--- src/hcu_pkg.sv ---
// Purpose: shared constants and types of the hibernation control unit
// Assumes: one clock domain, clk_in at 250 MHz
// Notes: interrupt bit positions serve enable, status and clear alike
package hcu_pkg;

  // interrupt sources, one bit each
  localparam int HCU_IRQ_N = 5;
  localparam int HCU_IRQ_WR_DONE = 0;
  localparam int HCU_IRQ_PIN_WAKE = 1;
  localparam int HCU_IRQ_BATTERY_LOW = 2;
  localparam int HCU_IRQ_MATCH0 = 3;
  localparam int HCU_IRQ_MATCH1 = 4;

  // battery-backed memory
  localparam int HCU_MEM_WORDS = 16;
  localparam int HCU_DATA_W = 32;
  localparam int HCU_ADDR_W = 4;

  // fast crystal divider, ratio and half period in fast edges
  localparam int HCU_DIV_RATIO = 128;
  localparam int HCU_DIV_HALF = HCU_DIV_RATIO / 2;
  localparam int HCU_DIV_W = $clog2(HCU_DIV_HALF);

  // retained pins
  localparam int HCU_PINS = 8;

  // reset values
  localparam logic HCU_ENABLE_RST = 1'b0;
  localparam logic HCU_HOLD_RST = 1'b0;
  localparam logic [HCU_IRQ_N-1:0] HCU_IRQ_EN_RST = 5'h00;
  localparam logic [HCU_IRQ_N-1:0] HCU_IRQ_RAW_RST = 5'h00;

  typedef enum logic [1:0] {
    HCU_OSC_POWER_OFF,
    HCU_OSC_STRONG_DRIVE,
    HCU_OSC_WEAK_DRIVE
  } hcu_osc_cfg_t;

  typedef enum logic {
    HCU_CLK_SRC_RAW,
    HCU_CLK_SRC_FAST_DIVIDED
  } hcu_clk_src_t;

endpackage : hcu_pkg

--- src/hcu_hibernation_ctrl.sv ---
// Purpose: hibernation control unit top: enable, clocking, memory,
//   pin retention and interrupt status
// Assumes: all control strobes and gpio inputs come from clk_in logic
// Notes: only the clock pins are synchronised
// Overview of operation
// RULE_01: oscillator-off setting powers down the internal slow oscillator.
// RULE_02: two crystal drive strengths, strong for large, weak for small caps.
// RULE_03: slow clock is raw oscillator or fast crystal divided by 128.
// RULE_04: sixteen 32-bit battery-backed words survive processor power loss.
// RULE_05: memory reads return the words last written.
// RULE_06: disabled unit offers no clocking, memory, wake or interrupts.
// RULE_07: software enables the unit before using any function.
// RULE_08: with retention on, pins latch during hibernation and hold after wake.
// RULE_09: on hibernation entry retained values drive pins, not gpio block.
// RULE_10: releasing retention hands pins back; software reconfigures gpio first.
// RULE_11: retention setting reads one when enabled, zero when disabled.
// RULE_12: pending interrupt stays set until software clears it.
// RULE_13: software clears interrupt sources early in the handler.
// RULE_14: per-source mask bit; cleared mask keeps source off the output.
// RULE_15: five sources share bit positions for enable, status and clear.
// RULE_16: status readable raw and masked by the enable bits.
// RULE_17: writing one clears a pending bit, zero leaves it.
// RULE_18: clock switch is glitch free; drive stays fixed while crystal runs.
`timescale 1ns/10ps
`default_nettype none
module hcu_hibernation_ctrl
  import hcu_pkg::*;
#(
  parameter int PINS = HCU_PINS
) (
  // clock and reset
  input wire logic clk_in,
  input wire logic reset_n_in,
  // unit enable
  input wire logic unit_enable_in,
  input wire logic unit_disable_in,
  output logic unit_active_out,
  // oscillator and clock source
  input wire logic osc_cfg_wr_in,
  input wire hcu_pkg::hcu_osc_cfg_t osc_cfg_in,
  input wire logic clk_src_wr_in,
  input wire hcu_pkg::hcu_clk_src_t clk_src_in,
  input wire logic osc_raw_in,
  input wire logic fast_xtal_in,
  output logic osc_power_off_out,
  output logic osc_strong_drive_out,
  output logic osc_weak_drive_out,
  output logic clk_src_fast_divided_out,
  output logic slow_clk_out,
  output logic slow_tick_out,
  // battery-backed memory
  input wire logic backup_mem_write_in,
  input wire logic backup_mem_read_in,
  input wire logic [HCU_ADDR_W-1:0] backup_mem_addr_in,
  input wire logic [HCU_DATA_W-1:0] backup_mem_wdata_in,
  output logic [HCU_DATA_W-1:0] backup_mem_rdata_out,
  output logic backup_mem_rvalid_out,
  // pin retention
  input wire logic pin_hold_set_in,
  input wire logic pin_hold_release_in,
  input wire logic hib_entry_in,
  input wire logic [PINS-1:0] gpio_out_in,
  input wire logic [PINS-1:0] gpio_oe_n_in,
  output logic [PINS-1:0] pin_out_out,
  output logic [PINS-1:0] pin_oe_n_out,
  output logic pin_hold_out,
  // interrupts
  input wire logic [HCU_IRQ_N-1:0] irq_event_in,
  input wire logic [HCU_IRQ_N-1:0] irq_en_set_in,
  input wire logic [HCU_IRQ_N-1:0] irq_en_clr_in,
  input wire logic [HCU_IRQ_N-1:0] irq_pending_clear_in,
  output logic [HCU_IRQ_N-1:0] irq_raw_out,
  output logic [HCU_IRQ_N-1:0] irq_masked_out,
  output logic irq_out
);

  // enable and oscillator state
  logic en_q, en_d;
  hcu_osc_cfg_t osc_cfg_q, osc_cfg_d;
  hcu_clk_src_t clk_src_q, clk_src_d;
  logic osc_off_q, osc_off_d, strong_q, strong_d, weak_q, weak_d;
  logic fast_sel_q, fast_sel_d;
  logic xtal_running;

  always_comb begin
    en_d = en_q;
    if (unit_disable_in) begin
      en_d = 1'b0;
    end else if (unit_enable_in) begin
      en_d = 1'b1; // [RULE_07]
    end
    xtal_running = en_q && (osc_cfg_q != HCU_OSC_POWER_OFF);
    osc_cfg_d = osc_cfg_q;
    if (osc_cfg_wr_in) begin
      // a drive change under a running crystal is dropped [RULE_18]
      if (osc_cfg_in == HCU_OSC_POWER_OFF) begin
        osc_cfg_d = HCU_OSC_POWER_OFF; // [RULE_01]
      end else if (osc_cfg_in == HCU_OSC_STRONG_DRIVE && !xtal_running) begin
        osc_cfg_d = HCU_OSC_STRONG_DRIVE; // [RULE_02]
      end else if (osc_cfg_in == HCU_OSC_WEAK_DRIVE && !xtal_running) begin
        osc_cfg_d = HCU_OSC_WEAK_DRIVE; // [RULE_02]
      end
    end
    clk_src_d = clk_src_q;
    if (clk_src_wr_in && en_q) begin
      clk_src_d = clk_src_in; // [RULE_03]
    end
    // a disabled unit keeps its oscillator down [RULE_06]
    osc_off_d = !en_d || (osc_cfg_d == HCU_OSC_POWER_OFF); // [RULE_01]
    strong_d = en_d && (osc_cfg_d == HCU_OSC_STRONG_DRIVE); // [RULE_02]
    weak_d = en_d && (osc_cfg_d == HCU_OSC_WEAK_DRIVE); // [RULE_02]
    fast_sel_d = (clk_src_d == HCU_CLK_SRC_FAST_DIVIDED);
  end

  always_ff @(posedge clk_in or negedge reset_n_in) begin
    if (!reset_n_in) begin
      en_q <= HCU_ENABLE_RST;
      osc_cfg_q <= HCU_OSC_POWER_OFF;
      clk_src_q <= HCU_CLK_SRC_RAW;
      osc_off_q <= 1'b1;
      strong_q <= 1'b0;
      weak_q <= 1'b0;
      fast_sel_q <= 1'b0;
    end else begin
      en_q <= en_d;
      osc_cfg_q <= osc_cfg_d;
      clk_src_q <= clk_src_d;
      osc_off_q <= osc_off_d;
      strong_q <= strong_d;
      weak_q <= weak_d;
      fast_sel_q <= fast_sel_d;
    end
  end

  // the fast crystal path runs even with the internal oscillator down
  hcu_clk_src u_clk_src (
    .clk_in(clk_in),
    .reset_n_in(reset_n_in),
    .run_in(en_d), // [RULE_06]
    .src_sel_in(clk_src_q),
    .osc_raw_in(osc_raw_in),
    .fast_xtal_in(fast_xtal_in),
    .slow_clk_out(slow_clk_out),
    .slow_tick_out(slow_tick_out)
  );

  hcu_backup_mem #(
    .WORDS(HCU_MEM_WORDS),
    .DATA_W(HCU_DATA_W),
    .ADDR_W(HCU_ADDR_W)
  ) u_backup_mem (
    .clk_in(clk_in),
    .reset_n_in(reset_n_in),
    .enable_in(en_q), // [RULE_06]
    .wr_in(backup_mem_write_in),
    .rd_in(backup_mem_read_in),
    .addr_in(backup_mem_addr_in),
    .wdata_in(backup_mem_wdata_in),
    .rdata_out(backup_mem_rdata_out),
    .rvalid_out(backup_mem_rvalid_out)
  );

  // pin retention state
  logic hold_q, hold_d, frozen_q, frozen_d, hib_prev_q;
  logic [PINS-1:0] latch_out_q, latch_out_d, latch_oe_n_q, latch_oe_n_d;
  logic [PINS-1:0] pin_out_q, pin_out_d, pin_oe_n_q, pin_oe_n_d;
  logic hib_rise;

  always_comb begin
    hib_rise = hib_entry_in && !hib_prev_q;
    hold_d = hold_q;
    if (pin_hold_release_in) begin
      hold_d = 1'b0; // [RULE_10]
    end else if (pin_hold_set_in && en_q) begin
      hold_d = 1'b1; // [RULE_08]
    end
    frozen_d = frozen_q;
    if (!hold_d) begin
      frozen_d = 1'b0; // [RULE_10]
    end else if (hib_rise) begin
      frozen_d = 1'b1; // [RULE_09]
    end
    // the gpio block is already in reset on the entry cycle, so keep
    // the levels sampled just before it
    latch_out_d = latch_out_q;
    latch_oe_n_d = latch_oe_n_q;
    if (!frozen_q && !hib_entry_in) begin
      latch_out_d = gpio_out_in;
      latch_oe_n_d = gpio_oe_n_in;
    end
    if (frozen_d) begin
      pin_out_d = latch_out_d; // [RULE_08]
      pin_oe_n_d = latch_oe_n_d; // [RULE_09]
    end else begin
      pin_out_d = gpio_out_in; // [RULE_10]
      pin_oe_n_d = gpio_oe_n_in;
    end
  end

  always_ff @(posedge clk_in or negedge reset_n_in) begin
    if (!reset_n_in) begin
      hold_q <= HCU_HOLD_RST;
      frozen_q <= 1'b0;
      hib_prev_q <= 1'b0;
      latch_out_q <= '0;
      latch_oe_n_q <= '1;
      pin_out_q <= '0;
      pin_oe_n_q <= '1;
    end else begin
      hold_q <= hold_d;
      frozen_q <= frozen_d;
      hib_prev_q <= hib_entry_in;
      latch_out_q <= latch_out_d;
      latch_oe_n_q <= latch_oe_n_d;
      pin_out_q <= pin_out_d;
      pin_oe_n_q <= pin_oe_n_d;
    end
  end

  // interrupt state
  logic [HCU_IRQ_N-1:0] raw_q, raw_d, mask_q, mask_d, masked_q, masked_d;
  logic irq_q, irq_d;

  always_comb begin
    // a source arriving with its clear is kept [RULE_12]
    raw_d = raw_q & ~irq_pending_clear_in; // [RULE_17]
    if (en_q) begin
      raw_d = raw_d | irq_event_in; // [RULE_15]
    end
    mask_d = (mask_q & ~irq_en_clr_in) | irq_en_set_in; // [RULE_14]
    masked_d = raw_d & mask_d; // [RULE_16]
    irq_d = en_d && (|masked_d); // [RULE_14]
  end

  always_ff @(posedge clk_in or negedge reset_n_in) begin
    if (!reset_n_in) begin
      raw_q <= HCU_IRQ_RAW_RST;
      mask_q <= HCU_IRQ_EN_RST;
      masked_q <= '0;
      irq_q <= 1'b0;
    end else begin
      raw_q <= raw_d;
      mask_q <= mask_d;
      masked_q <= masked_d;
      irq_q <= irq_d;
    end
  end

  assign unit_active_out = en_q;
  assign osc_power_off_out = osc_off_q;
  assign osc_strong_drive_out = strong_q;
  assign osc_weak_drive_out = weak_q;
  assign clk_src_fast_divided_out = fast_sel_q;
  assign pin_out_out = pin_out_q;
  assign pin_oe_n_out = pin_oe_n_q;
  assign pin_hold_out = hold_q; // [RULE_11]
  assign irq_raw_out = raw_q;
  assign irq_masked_out = masked_q;
  assign irq_out = irq_q;

  logic [HCU_IRQ_N-1:0] clr_only, set_and_clr;
  assign clr_only = irq_pending_clear_in & ~irq_event_in;
  assign set_and_clr = irq_pending_clear_in & irq_event_in;
endmodule : hcu_hibernation_ctrl
`default_nettype wire

--- src/hcu_clk_src.sv ---
// Purpose: slow clock source select with fast crystal divider
// Assumes: both clock pins are far slower than clk_in
// Notes: the slow clock is a sampled level, not a real clock net
`timescale 1ns/10ps
`default_nettype none
module hcu_clk_src
  import hcu_pkg::*;
(
  // clock and reset
  input wire logic clk_in,
  input wire logic reset_n_in,
  // control
  input wire logic run_in,
  input wire hcu_pkg::hcu_clk_src_t src_sel_in,
  // pins
  input wire logic osc_raw_in,
  input wire logic fast_xtal_in,
  // slow clock
  output logic slow_clk_out,
  output logic slow_tick_out
);

  logic raw_s1_q, raw_s2_q, fast_s1_q, fast_s2_q, fast_prev_q;
  logic [HCU_DIV_W-1:0] div_cnt_q, div_cnt_d;
  logic div_clk_q, div_clk_d;
  hcu_clk_src_t active_q, active_d;
  logic slow_q, slow_d, tick_q, tick_d;
  logic fast_rise, cand;

  always_comb begin
    fast_rise = fast_s2_q & ~fast_prev_q;
    div_cnt_d = div_cnt_q;
    div_clk_d = div_clk_q;
    if (fast_rise) begin
      div_cnt_d = div_cnt_q + {{(HCU_DIV_W-1){1'b0}}, 1'b1}; // [RULE_03]
      if (div_cnt_q == HCU_DIV_W'(HCU_DIV_HALF - 1)) begin
        div_clk_d = ~div_clk_q; // [RULE_03]
      end
    end
    // switch only when the new source matches the output level [RULE_18]
    cand = (src_sel_in == HCU_CLK_SRC_FAST_DIVIDED) ? div_clk_q : raw_s2_q;
    active_d = active_q;
    // a stopped unit forces the output low, so it must not switch then
    if (run_in && src_sel_in != active_q && cand == slow_q) begin
      active_d = src_sel_in; // [RULE_18]
    end
    if (!run_in) begin
      slow_d = 1'b0;
    end else if (active_d == HCU_CLK_SRC_FAST_DIVIDED) begin
      slow_d = div_clk_q; // [RULE_03]
    end else begin
      slow_d = raw_s2_q; // [RULE_03]
    end
    tick_d = slow_d & ~slow_q;
  end

  always_ff @(posedge clk_in or negedge reset_n_in) begin
    if (!reset_n_in) begin
      raw_s1_q <= 1'b0;
      raw_s2_q <= 1'b0;
      fast_s1_q <= 1'b0;
      fast_s2_q <= 1'b0;
      fast_prev_q <= 1'b0;
      div_cnt_q <= '0;
      div_clk_q <= 1'b0;
      active_q <= HCU_CLK_SRC_RAW;
      slow_q <= 1'b0;
      tick_q <= 1'b0;
    end else begin
      raw_s1_q <= osc_raw_in;
      raw_s2_q <= raw_s1_q;
      fast_s1_q <= fast_xtal_in;
      fast_s2_q <= fast_s1_q;
      fast_prev_q <= fast_s2_q;
      div_cnt_q <= div_cnt_d;
      div_clk_q <= div_clk_d;
      active_q <= active_d;
      slow_q <= slow_d;
      tick_q <= tick_d;
    end
  end

  assign slow_clk_out = slow_q;
  assign slow_tick_out = tick_q;
endmodule : hcu_clk_src
`default_nettype wire

--- src/hcu_backup_mem.sv ---
// Purpose: battery-backed word memory
// Assumes: one access per cycle, write takes priority over read
// Notes: out-of-range addresses drop writes and read as zero
`timescale 1ns/10ps
`default_nettype none
module hcu_backup_mem
  import hcu_pkg::*;
#(
  parameter int WORDS = HCU_MEM_WORDS,
  parameter int DATA_W = HCU_DATA_W,
  parameter int ADDR_W = HCU_ADDR_W
) (
  // clock and reset
  input wire logic clk_in,
  input wire logic reset_n_in,
  // access
  input wire logic enable_in,
  input wire logic wr_in,
  input wire logic rd_in,
  input wire logic [ADDR_W-1:0] addr_in,
  input wire logic [DATA_W-1:0] wdata_in,
  // answer
  output logic [DATA_W-1:0] rdata_out,
  output logic rvalid_out
);

  logic [DATA_W-1:0] mem_q [WORDS];
  logic [DATA_W-1:0] mem_d [WORDS];
  logic [DATA_W-1:0] rdata_q, rdata_d;
  logic rvalid_q, rvalid_d;
  logic in_range;

  always_comb begin
    in_range = (int'(addr_in) < WORDS);
    mem_d = mem_q;
    rdata_d = rdata_q;
    rvalid_d = 1'b0;
    if (enable_in && wr_in && in_range) begin
      mem_d[addr_in] = wdata_in; // [RULE_04]
    end else if (enable_in && rd_in) begin
      rvalid_d = 1'b1;
      rdata_d = in_range ? mem_q[addr_in] : '0; // [RULE_05]
    end
  end

  // contents only clear at battery power-on, never on processor wake
  always_ff @(posedge clk_in or negedge reset_n_in) begin
    if (!reset_n_in) begin
      for (int i = 0; i < WORDS; i++) begin
        mem_q[i] <= '0;
      end
      rdata_q <= '0;
      rvalid_q <= 1'b0;
    end else begin
      mem_q <= mem_d;
      rdata_q <= rdata_d;
      rvalid_q <= rvalid_d;
    end
  end

  assign rdata_out = rdata_q;
  assign rvalid_out = rvalid_q;
endmodule : hcu_backup_mem
`default_nettype wire

--- config.mk ---
export PLATFORM = sky130hd
export DESIGN_NAME = hcu_hibernation_ctrl
export DESIGN_NICKNAME = d
export VERILOG_FILES = /design/src/hcu_pkg.sv /design/src/hcu_hibernation_ctrl.sv /design/src/hcu_clk_src.sv /design/src/hcu_backup_mem.sv
export SDC_FILE = /design/constraint.sdc
export NUM_CORES = 1
export LEC_CHECK = 0
export CORE_ASPECT_RATIO = 1.1
export CORE_UTILIZATION = 60
export CTS_CLUSTER_DIAMETER = 120
export DETAILED_ROUTE_END_ITERATION = 10
export DONT_BUFFER_PORTS = 1
export GPL_ROUTABILITY_DRIVEN = 0
export GPL_TIMING_DRIVEN = 0
export PLACE_DENSITY = 0.72
export SETUP_SLACK_MARGIN = 0.05
export SYNTH_ARGS = -nofsm -noshare
export SYNTH_HDL_FRONTEND = slang
export SYNTH_SLANG_ARGS = --single-unit
--- constraint.sdc ---
create_clock -name clk_in -period 5.3 [get_ports clk_in]
set_input_delay 0.795 -clock clk_in [delete_from_list [all_inputs] [get_ports clk_in]]
set_output_delay 0.795 -clock clk_in [all_outputs]
set_load 0.005 [all_outputs]
Yosys cells after proc, flatten, opt, wreduce, memory -nomap -nowiden
Cells that the tools add are included.

operators by class
  equal/unequal tests = 7
  add/sub/neg operators = 1
  bitwise operators = 14
  reductions and logical operators = 27
  order comparisons = 2
  muxes and demuxes = 27

operators with widths
  kind                                                  count
  bitwise mux 512 bit                                   1
  binary-select mux 32 bit (select 4 bit)               1
  demux 32 bit (select 4 bit)                           1
  two-way mux 32 bit                                    3
  two-way mux 8 bit                                     4
  bitwise AND 5 bit                                     3
  logical AND 1 bit                                     15
  two-way mux 1 bit                                     12
  NOT 5 bit                                             2
  OR 5 bit                                              2
  two-way mux 2 bit                                     4
  adder 6 x 1 -> 6 bit (second input constant)          1
  equality test 6 bit (second input constant)           1
  >= comparator 5 bit (second input constant)           1
  zero test 1 bit                                       5
  < comparator 5 x 1 -> 1 bit (second input constant)   1
  two-way mux 5 bit                                     1
  NOT 4 -> 5 bit                                        1
  OR reduction 5 bit                                    1
  equality test 2 x 1 -> 1 bit (second input constant)  2
  equality test 2 bit (second input constant)           2
  zero test 2 bit                                       2
  NOT 1 bit                                             4
  AND reduction 2 bit                                   2
  other kinds (5)                                       6

storage, ports and cells
  input bits = 88
  output and inout bits = 68
  logic and storage cells = 123
  register bits = 618

Logic depth before layout (Yosys ltp)
Gate-level depths: netlist of run 1.

  word-level depth = 10
  depth in mapped cells = 8
  depth with buffers taken out = 4

Modules after synthesis
A second synthesis of run 1 with hierarchy kept.

unflattened totals
  cells, all modules = 1887
  area, all modules = 27127.3 um^2

by module, submodules not included
  module                times used  cells an instance  area each (um^2)
  hcu_backup_mem        1           1687               24243.3
  hcu_hibernation_ctrl  1           151                2274.7
  hcu_clk_src           1           49                 609.3

Least setup slack after synthesis of run 1
No wires, ideal clock.

  path type = input to register
  start point = in backup_mem_addr_in[1]
  end point = reg u_backup_mem.mem_q[257] (netlist bit)
  arrival = 2127 ps
  path slack = 3048 ps
  stages on the path = 7
  required time = 5175 ps
  path through = buf_4 and2_1 buf_4 nand3_4 nor2_1 buf_6 mux2_2

between the ends
  cells in the longest elaborated chain, start to end = 6
  elaborated cells on any way between the ends = 7
  classes of those cells = order compare: 2; mux: 3; bitwise: 1; reduce/logical: 1

RTL lines
  element                                                                                          line                        text
  start: declaration                                                                               hcu_hibernation_ctrl.sv:54  input wire logic [HCU_ADDR_W-1:0] backup_mem_addr_in,
  NOT 4 -> 5 bit (not written as such) *                                                           hcu_backup_mem.sv:39        mem_d[addr_in] = wdata_in;
  >= comparator 5 bit (not written as such) / < comparator 5 x 1 -> 1 bit (equally long branches)  hcu_backup_mem.sv:39
  logical AND 1 bit (not written as such)                                                          hcu_backup_mem.sv:39
  two-way mux 32 bit (not written as such)                                                         hcu_backup_mem.sv:39
  demux 32 bit (select 4 bit) *                                                                    hcu_backup_mem.sv:39
  bitwise mux 512 bit *                                                                            hcu_backup_mem.sv:39
  end signal: assignment                                                                           hcu_backup_mem.sv:55        mem_q <= mem_d;
  end: declaration                                                                                 hcu_backup_mem.sv:27        logic [DATA_W-1:0] mem_q [WORDS];

Mark *: on every way between the ends. The rest lies on a longest branch, timed or not.
A chain may end at the register's enable or synchronous reset.

Worst setup path in the final report of run 1
  start point = reg en_q (netlist: unit_active_out)
  end point = reg u_backup_mem.rdata_q[6] (netlist: u_backup_mem.rdata_out[6])

between the ends
  cells in the longest elaborated chain, start to end = 3
  elaborated cells on any way between the ends = 4
  classes of those cells = bitwise: 1; reduce/logical: 3

RTL lines
  element                                 line                         text
  start: declaration                      hcu_hibernation_ctrl.sv:78   logic en_q, en_d;
  start signal: assignment                hcu_hibernation_ctrl.sv:125  en_q <= en_d;
  logical AND 1 bit                       hcu_backup_mem.sv:38         if (enable_in && wr_in && in_range) begin
  NOT 1 bit (no source line)              --
  AND reduction 2 bit (no source line) *  --
  end signal: assignment                  hcu_backup_mem.sv:56         rdata_q <= rdata_d;
  end: declaration                        hcu_backup_mem.sv:29         logic [DATA_W-1:0] rdata_q, rdata_d;

Marked as above.

==> results.sh, run 1 <==
export IMPL_status="finished, violations left"
export IMPL_violations="negative hold slack, max-slew violations"
export IMPL_synth_seq_cells=618
export IMPL_register_area_mm2=0.0155
export IMPL_end_kind="flop"
export IMPL_max_slew_worst_pin_slew_ns=1.54
export IMPL_yosys_mux_area_fraction_pct=32.3
export IMPL_drive_gt1_share_pct=38.8
export IMPL_synthCells=1904
export IMPL_grt_pass1_wl_um=110000
export IMPL_r2r_end="u_backup_mem.rdata_out[6]"
export IMPL_hold_slack_ns=-0.135
export IMPL_synth_cell_types=47
export IMPL_fmax_mhz=299
export IMPL_crit_path_start_kind="flop"
export IMPL_synth_top_family_by_area="multiplexers"
export IMPL_cpLargestDelayFamily="buffers and inverters"
export IMPL_syn_area_mm2=0.0272
export IMPL_critical_path_class="flop to flop"
export IMPL_port_buffers=0
export IMPL_grt_max_degree=619
export IMPL_async_flop_share_pct=100
export IMPL_avgSynthCellArea_um2=14.3
export IMPL_finalClockSkew_ns=0.0132
export IMPL_required_ns=5.74
export IMPL_grt_ovfl_total=0
export IMPL_critPathMaxFanout=10
export IMPL_post_dp_hpwl_um=45000
export IMPL_preCtsSetupSlack_ns=2.08
export IMPL_ir_worst_vdd_v=0.000294
export IMPL_ys_warn_count=0
export IMPL_core_mm2=0.0446
export IMPL_slowest_delay_ns=0.82
export IMPL_multi_input_area_mm2=0.0108
export IMPL_antenna_found_initial=1
export IMPL_cts_tree="done"
export IMPL_num_vias=16600
export IMPL_setup_violations=0
export IMPL_grt_usage_pct=32.7
export IMPL_setup_tns_final_ns=0
export IMPL_htree_levels=2
export IMPL_nNetsFinal=2056
export IMPL_place_area_mm2=0.0279
export IMPL_synth_compound_area_share_pct=4.10
export IMPL_hold_viol_final=80
export IMPL_cts_post_setup_buffers_inserted=0
export IMPL_finalMaxSlewViolations=58
export IMPL_synth_edf_count=0
export IMPL_drcViolationCount=0
export IMPL_numCtsBuffers=61
export IMPL_dr_max_layer_used="met4"
export IMPL_clk_latency_ns=0.63
export IMPL_synth_area_leaders="dfrtp_1 (55%), mux2_2 (22%), mux2i_1 (7.1%)"
export IMPL_seq_area_frac_synth_pct=56.9
export IMPL_final_cell_area_mm2=0.0300
export IMPL_crit_arrival_ns=3.78
export IMPL_cp_depth=7
export IMPL_met2_length_um=35100
export IMPL_grt_setup_unrepaired="false"
export IMPL_synth_top_area_share_pct=55.3
export IMPL_setup_slack_ns=1.96
export IMPL_yosysTopAreaCell="dfrtp_1"
export IMPL_met3RoutedLength_um=5590
export IMPL_routed_wl_um=73100
export IMPL_die_w_um=205
export IMPL_reg2reg_depth=7
export IMPL_slew_limit_headroom_pct=-2.64
export IMPL_dr_pass1_iters=7
export IMPL_path_cells="buf_2 > buf_2 > nand2_1 > nor2_1 > clkbuf_1 > clkbuf_1 > a31oi_1"
export IMPL_timing_rr_start="unit_active_out"
export IMPL_area_growth_pct=10.3
export IMPL_wl_met1_um=29600
export IMPL_powerDensity_mw_per_mm2=394
export IMPL_timing_final_crit_share_pct=63.1
export IMPL_leakagePower_uw=0.0140
export IMPL_wire_per_inst_um=28.1
export IMPL_fin_crit_ns=3.34
export IMPL_cap_violations=0
export IMPL_top_level_ports=156
export IMPL_grt_pass1_vias=17400
export IMPL_critPathSlowestCell="clkbuf_1"
export IMPL_fillers=3231
export IMPL_synthFlopType="dfrtp_1"
export IMPL_synthAdderAreaFrac_pct=0.0828
export IMPL_synth_common_cells="dfrtp_1 (601), mux2_2 (535), mux2i_1 (192)"
export IMPL_ant_nets=0
export IMPL_dieHeight_um=225
export IMPL_cts_repair_resized=0
export IMPL_clockBufferDepth=3
export IMPL_die_area_mm2=0.0462
export IMPL_cp_num_buf_inv=4
export IMPL_synth_most_common_cell="dfrtp_1"
export IMPL_r2r_slack_ns=1.96
export IMPL_clockRootBuffer="clkbuf_16"
export IMPL_syn_nets=1993
export IMPL_path_clk_slew_ns=0.06
export IMPL_start_util_pct=61.0
export IMPL_synthXorXnorAreaFrac_pct=0.193
export IMPL_hp_class="input pin to asynchronous set/reset pin"
export IMPL_synthSimpleGateAreaFrac_pct=3.14
export IMPL_rows=81
export IMPL_vias_per_cell=6.40
export IMPL_cts_sinks=618
export IMPL_drt_iter0_drc=1392
-- layout make-up --
class	count	share of cell area, %
Clock buffer	96	6.03
Sequential cell	618	51.6
Inverter	9	0.113
Buffer	153	2.81
Clock inverter	18	0.897
Tap cell	581	2.42
Antenna cell	1	0.00834
Multi-Input combinational cell	1124	36.1
-- cell usage in the layout, fill, tap and decap left out, drive strengths merged, types with 11 or more instances in the layout --
master   count
buf         93
dfstp       17
nor2        79
mux4        32
nand3       23
o22ai       65
a31oi       32
mux2       546
nand2       36
mux2i      192
dfrtp      601
clkbuf     156
a221oi      15
o21ai       17
a21oi       11
a2bb2oi     19
-- how the worst max path moves through the flow --
| stage | start | endpoint |
|---|---|---|
| finish | unit_active_out | u_backup_mem.rdata_out[6] |
| global route | unit_active_out | u_backup_mem.rdata_out[6] |
| CTS | unit_active_out | u_backup_mem.rdata_out[6] |
| detailed placement | backup_mem_addr_in[2] | u_backup_mem.rdata_out[22] |
| global placement | unit_active_out | u_backup_mem.rdata_out[21] |
| floorplan | backup_mem_addr_in[1] | u_backup_mem.mem_q[257] |
-- flip-flops by register name, summed over array words and instances, names as in the netlist, 2 cells and up --
register / flops
latch_out_q: 8
latch_oe_n_q: 8
pin_out_out: 8
mask_q: 5
u_backup_mem.rdata_out: 32
pin_oe_n_out: 8
u_clk_src.div_cnt_q: 6
irq_masked_out: 5
irq_raw_out: 5
osc_cfg_q: 2
u_backup_mem.mem_q: 512
-- per-layer routing --
metal | up-vias | track usage, %
met5 | - | 0
met4 | 0 | 13.1
met3 | 152 | 6.84
met2 | 634 | 52.6
met1 | 8816 | 43.5
li1 | 7025 | -
-- power by group --
part,switching [uW],internal (uW),leakage [uW]
Sequential,426,5490,0.00797
Combinational,586,833,0.00501
Clock,1800,2670,0.00102
Total,2820,8990,0.0140
-- cells by family after synthesis --
family,count (synthesis)
AOI/OAI and AO/OA,167
adders and majority gates,2
xor gates and xnor gates,6
DFF,618
muxes,770
and+or+nand+nor,179
buffers and inverters,162
-- stage by stage --
stage	cells	utilization, %	hold WS, ns	power, uW
after floorplan	1904	-	0.331	7000
after global placement	2485	62.6	0.337	7290
after detailed placement	2485	62.6	0.336	7400
after CTS	2599	67.3	-0.155	11900
after global routing	2600	67.3	-0.151	12300
final	2600	67.3	-0.135	11800
Note: power is estimated with default switching activity, not from simulation.
==> run 2: changes to the inputs <==
==> constraint.sdc (replaced) <==
create_clock -name clk_in -period 3.38 [get_ports clk_in]
set_input_delay 0.507 -clock clk_in [delete_from_list [all_inputs] [get_ports clk_in]]
set_output_delay 0.507 -clock clk_in [all_outputs]
set_load 0.005 [all_outputs]
==> run 2 against run 1 <==
Against the previous run:
- the flow still finishes with violations (negative hold slack, max-slew violations)
- via count rose by 0.25%
- register-to-register slack got worse by 1.9 ns
- sequential power rose by 57%
- first-iteration DRC count fell by 7.0%
- global-route usage rose by 0.058 points
- final cell count rose by 0.42%
- critical endpoint unchanged
- largest cell class unchanged
- largest power group unchanged
==> results.sh, run 2 (synthesis results as in run 1) <==
export IMPL_pwr_share_clk_pct=37.9
export IMPL_required_ns=3.82
export IMPL_rows=81
export IMPL_core_mm2=0.0446
export IMPL_drt_iter0_drc=1295
export IMPL_place_area_mm2=0.0279
export IMPL_preCtsSetupSlack_ns=0.190
export IMPL_numCtsBuffers=61
export IMPL_fin_crit_ns=3.34
export IMPL_drive_gt1_share_pct=38.5
export IMPL_setup_slack_ns=0.0443
export IMPL_grt_usage_pct=32.8
export IMPL_post_dp_hpwl_um=45000
export IMPL_top_level_ports=156
export IMPL_ant_nets=0
export IMPL_drcViolationCount=0
export IMPL_die_area_mm2=0.0462
export IMPL_end_kind="flop"
export IMPL_status="finished, violations left"
export IMPL_hp_class="input pin to asynchronous set/reset pin"
export IMPL_powerDensity_mw_per_mm2=616
export IMPL_violations="negative hold slack, max-slew violations"
export IMPL_register_area_mm2=0.0155
export IMPL_die_w_um=205
export IMPL_cts_repair_resized=0
export IMPL_ir_worst_vdd_v=0.000461
export IMPL_p_switching_uw=4430
export IMPL_leakagePower_uw=0.0140
export IMPL_crit_arrival_ns=3.77
export IMPL_max_slew_worst_pin_slew_ns=1.96
export IMPL_grt_ovfl_total=0
export IMPL_clockRootBuffer="clkbuf_16"
export IMPL_clockBufferDepth=3
export IMPL_cts_sinks=618
export IMPL_final_common_cell="dfrtp_1"
export IMPL_timing_final_crit_share_pct=98.7
export IMPL_multi_input_area_mm2=0.0108
export IMPL_fillers=3224
export IMPL_timing_rr_start="unit_active_out"
export IMPL_cts_tree="done"
export IMPL_largest_reg_flops=512
export IMPL_dieHeight_um=225
export IMPL_dr_pass1_iters=6
export IMPL_num_vias=16700
export IMPL_htree_levels=2
export IMPL_wire_per_inst_um=28.0
export IMPL_clk_latency_ns=0.63
export IMPL_fmax_mhz=300
export IMPL_p_int_uw=14100
export IMPL_setup_tns_final_ns=0
export IMPL_grt_pass1_wl_um=110000
export IMPL_final_cell_area_mm2=0.0301
export IMPL_grt_setup_unrepaired="false"
export IMPL_largest_register="u_backup_mem.mem_q"
export IMPL_nNetsFinal=2067
export IMPL_hold_buffers=11
export IMPL_mostFrequentLayoutCells="dfrtp_1 (601), mux2_2 (535), mux2i_1 (192)"
export IMPL_vias_per_cell=6.38
export IMPL_antenna_found_initial=1
export IMPL_crit_path_start_kind="flop"
export IMPL_area_growth_pct=10.7
export IMPL_hold_slack_ns=-0.423
export IMPL_r2r_end="u_backup_mem.rdata_out[6]"
export IMPL_startpoint="unit_active_out"
export IMPL_grt_max_degree=619
export IMPL_finalMaxSlewViolations=233
export IMPL_critPathMaxFanout=10
export IMPL_port_buffers=0
export IMPL_path_clk_slew_ns=0.06
export IMPL_hold_viol_final=457
export IMPL_reg2reg_depth=7
export IMPL_power_frac_comb_pct=12.1
export IMPL_start_util_pct=61.0
export IMPL_setup_violations=0
export IMPL_routed_wl_um=73200
export IMPL_cap_violations=0
export IMPL_r2r_slack_ns=0.04
export IMPL_grt_pass1_vias=17400
export IMPL_swShare_pct=23.9
export IMPL_pwr_share_seq_pct=50.0
export IMPL_cts_post_setup_buffers_inserted=0
export IMPL_slew_limit_headroom_pct=-30.8
export IMPL_critical_path_class="flop to flop"
export IMPL_finalClockSkew_ns=0.0132
## run 2: cell count changes in the layout (fill, tap and decap cells not counted), sizes merged
cell and change:
dlygate4sd3 +11
## run 2: cell type report
cell class,count,share of cell area (%)
antenna,1,0.00831
multi-input combinational,1124,36.0
inverter,9,0.112
timing repair buffer,11,0.366
tap,581,2.41
sequential,618,51.4
clock buffer,96,6.01
buffer,153,2.80
clock inverter,18,0.893
## run 2: worst max path at each step
stage	end	slack, ns	cells past startpoint
5_1_grt	u_backup_mem.rdata_out[6]	0.08	7
3_3_place_gp	u_backup_mem.rdata_out[21]	0.26	8
6_report	u_backup_mem.rdata_out[6]	0.04	7
2_1_floorplan	u_backup_mem.mem_q[257]	1.42	7
3_5_place_dp	u_backup_mem.rdata_out[23]	0.19	8
4_1_cts	u_backup_mem.rdata_out[6]	0.15	7
## run 2: power groups by stage
stage	Clock, uW	Sequential (uW)	Combinational [uW]
global placement	0	9300	2120
finish	7030	9270	2240
detailed placement	0	9390	2210
CTS	7110	9260	2240
global route	7380	9410	2430
floorplan	0	9160	1810
## run 2: per-stage QoR
stage                     power (uW)  utilization (%)  instances
after floorplan                11000                -       1904
after global placement         11400             62.6       2485
after detailed placement       11600             62.6       2485
after CTS                      18600             67.5       2610
after global routing           19200             67.5       2611
final                          18500             67.5       2611
## run 2: layer usage
layer	global-route usage [%]	up-vias	part of all wire, %
met2	52.8	642	48
met1	43.5	8837	40
li1	-	7038	-
met3	6.82	152	7.7
met5	0	-	0
met4	13.1	0	3.8
## run 2: critical path, cell delays in order, from the launching register on
cell	delay [ns]
dfrtp_1	0.36
buf_2	0.38
buf_2	0.41
nand2_1	0.09
nor2_1	0.28
clkbuf_1	0.59
clkbuf_1	0.82
a31oi_1	0.21
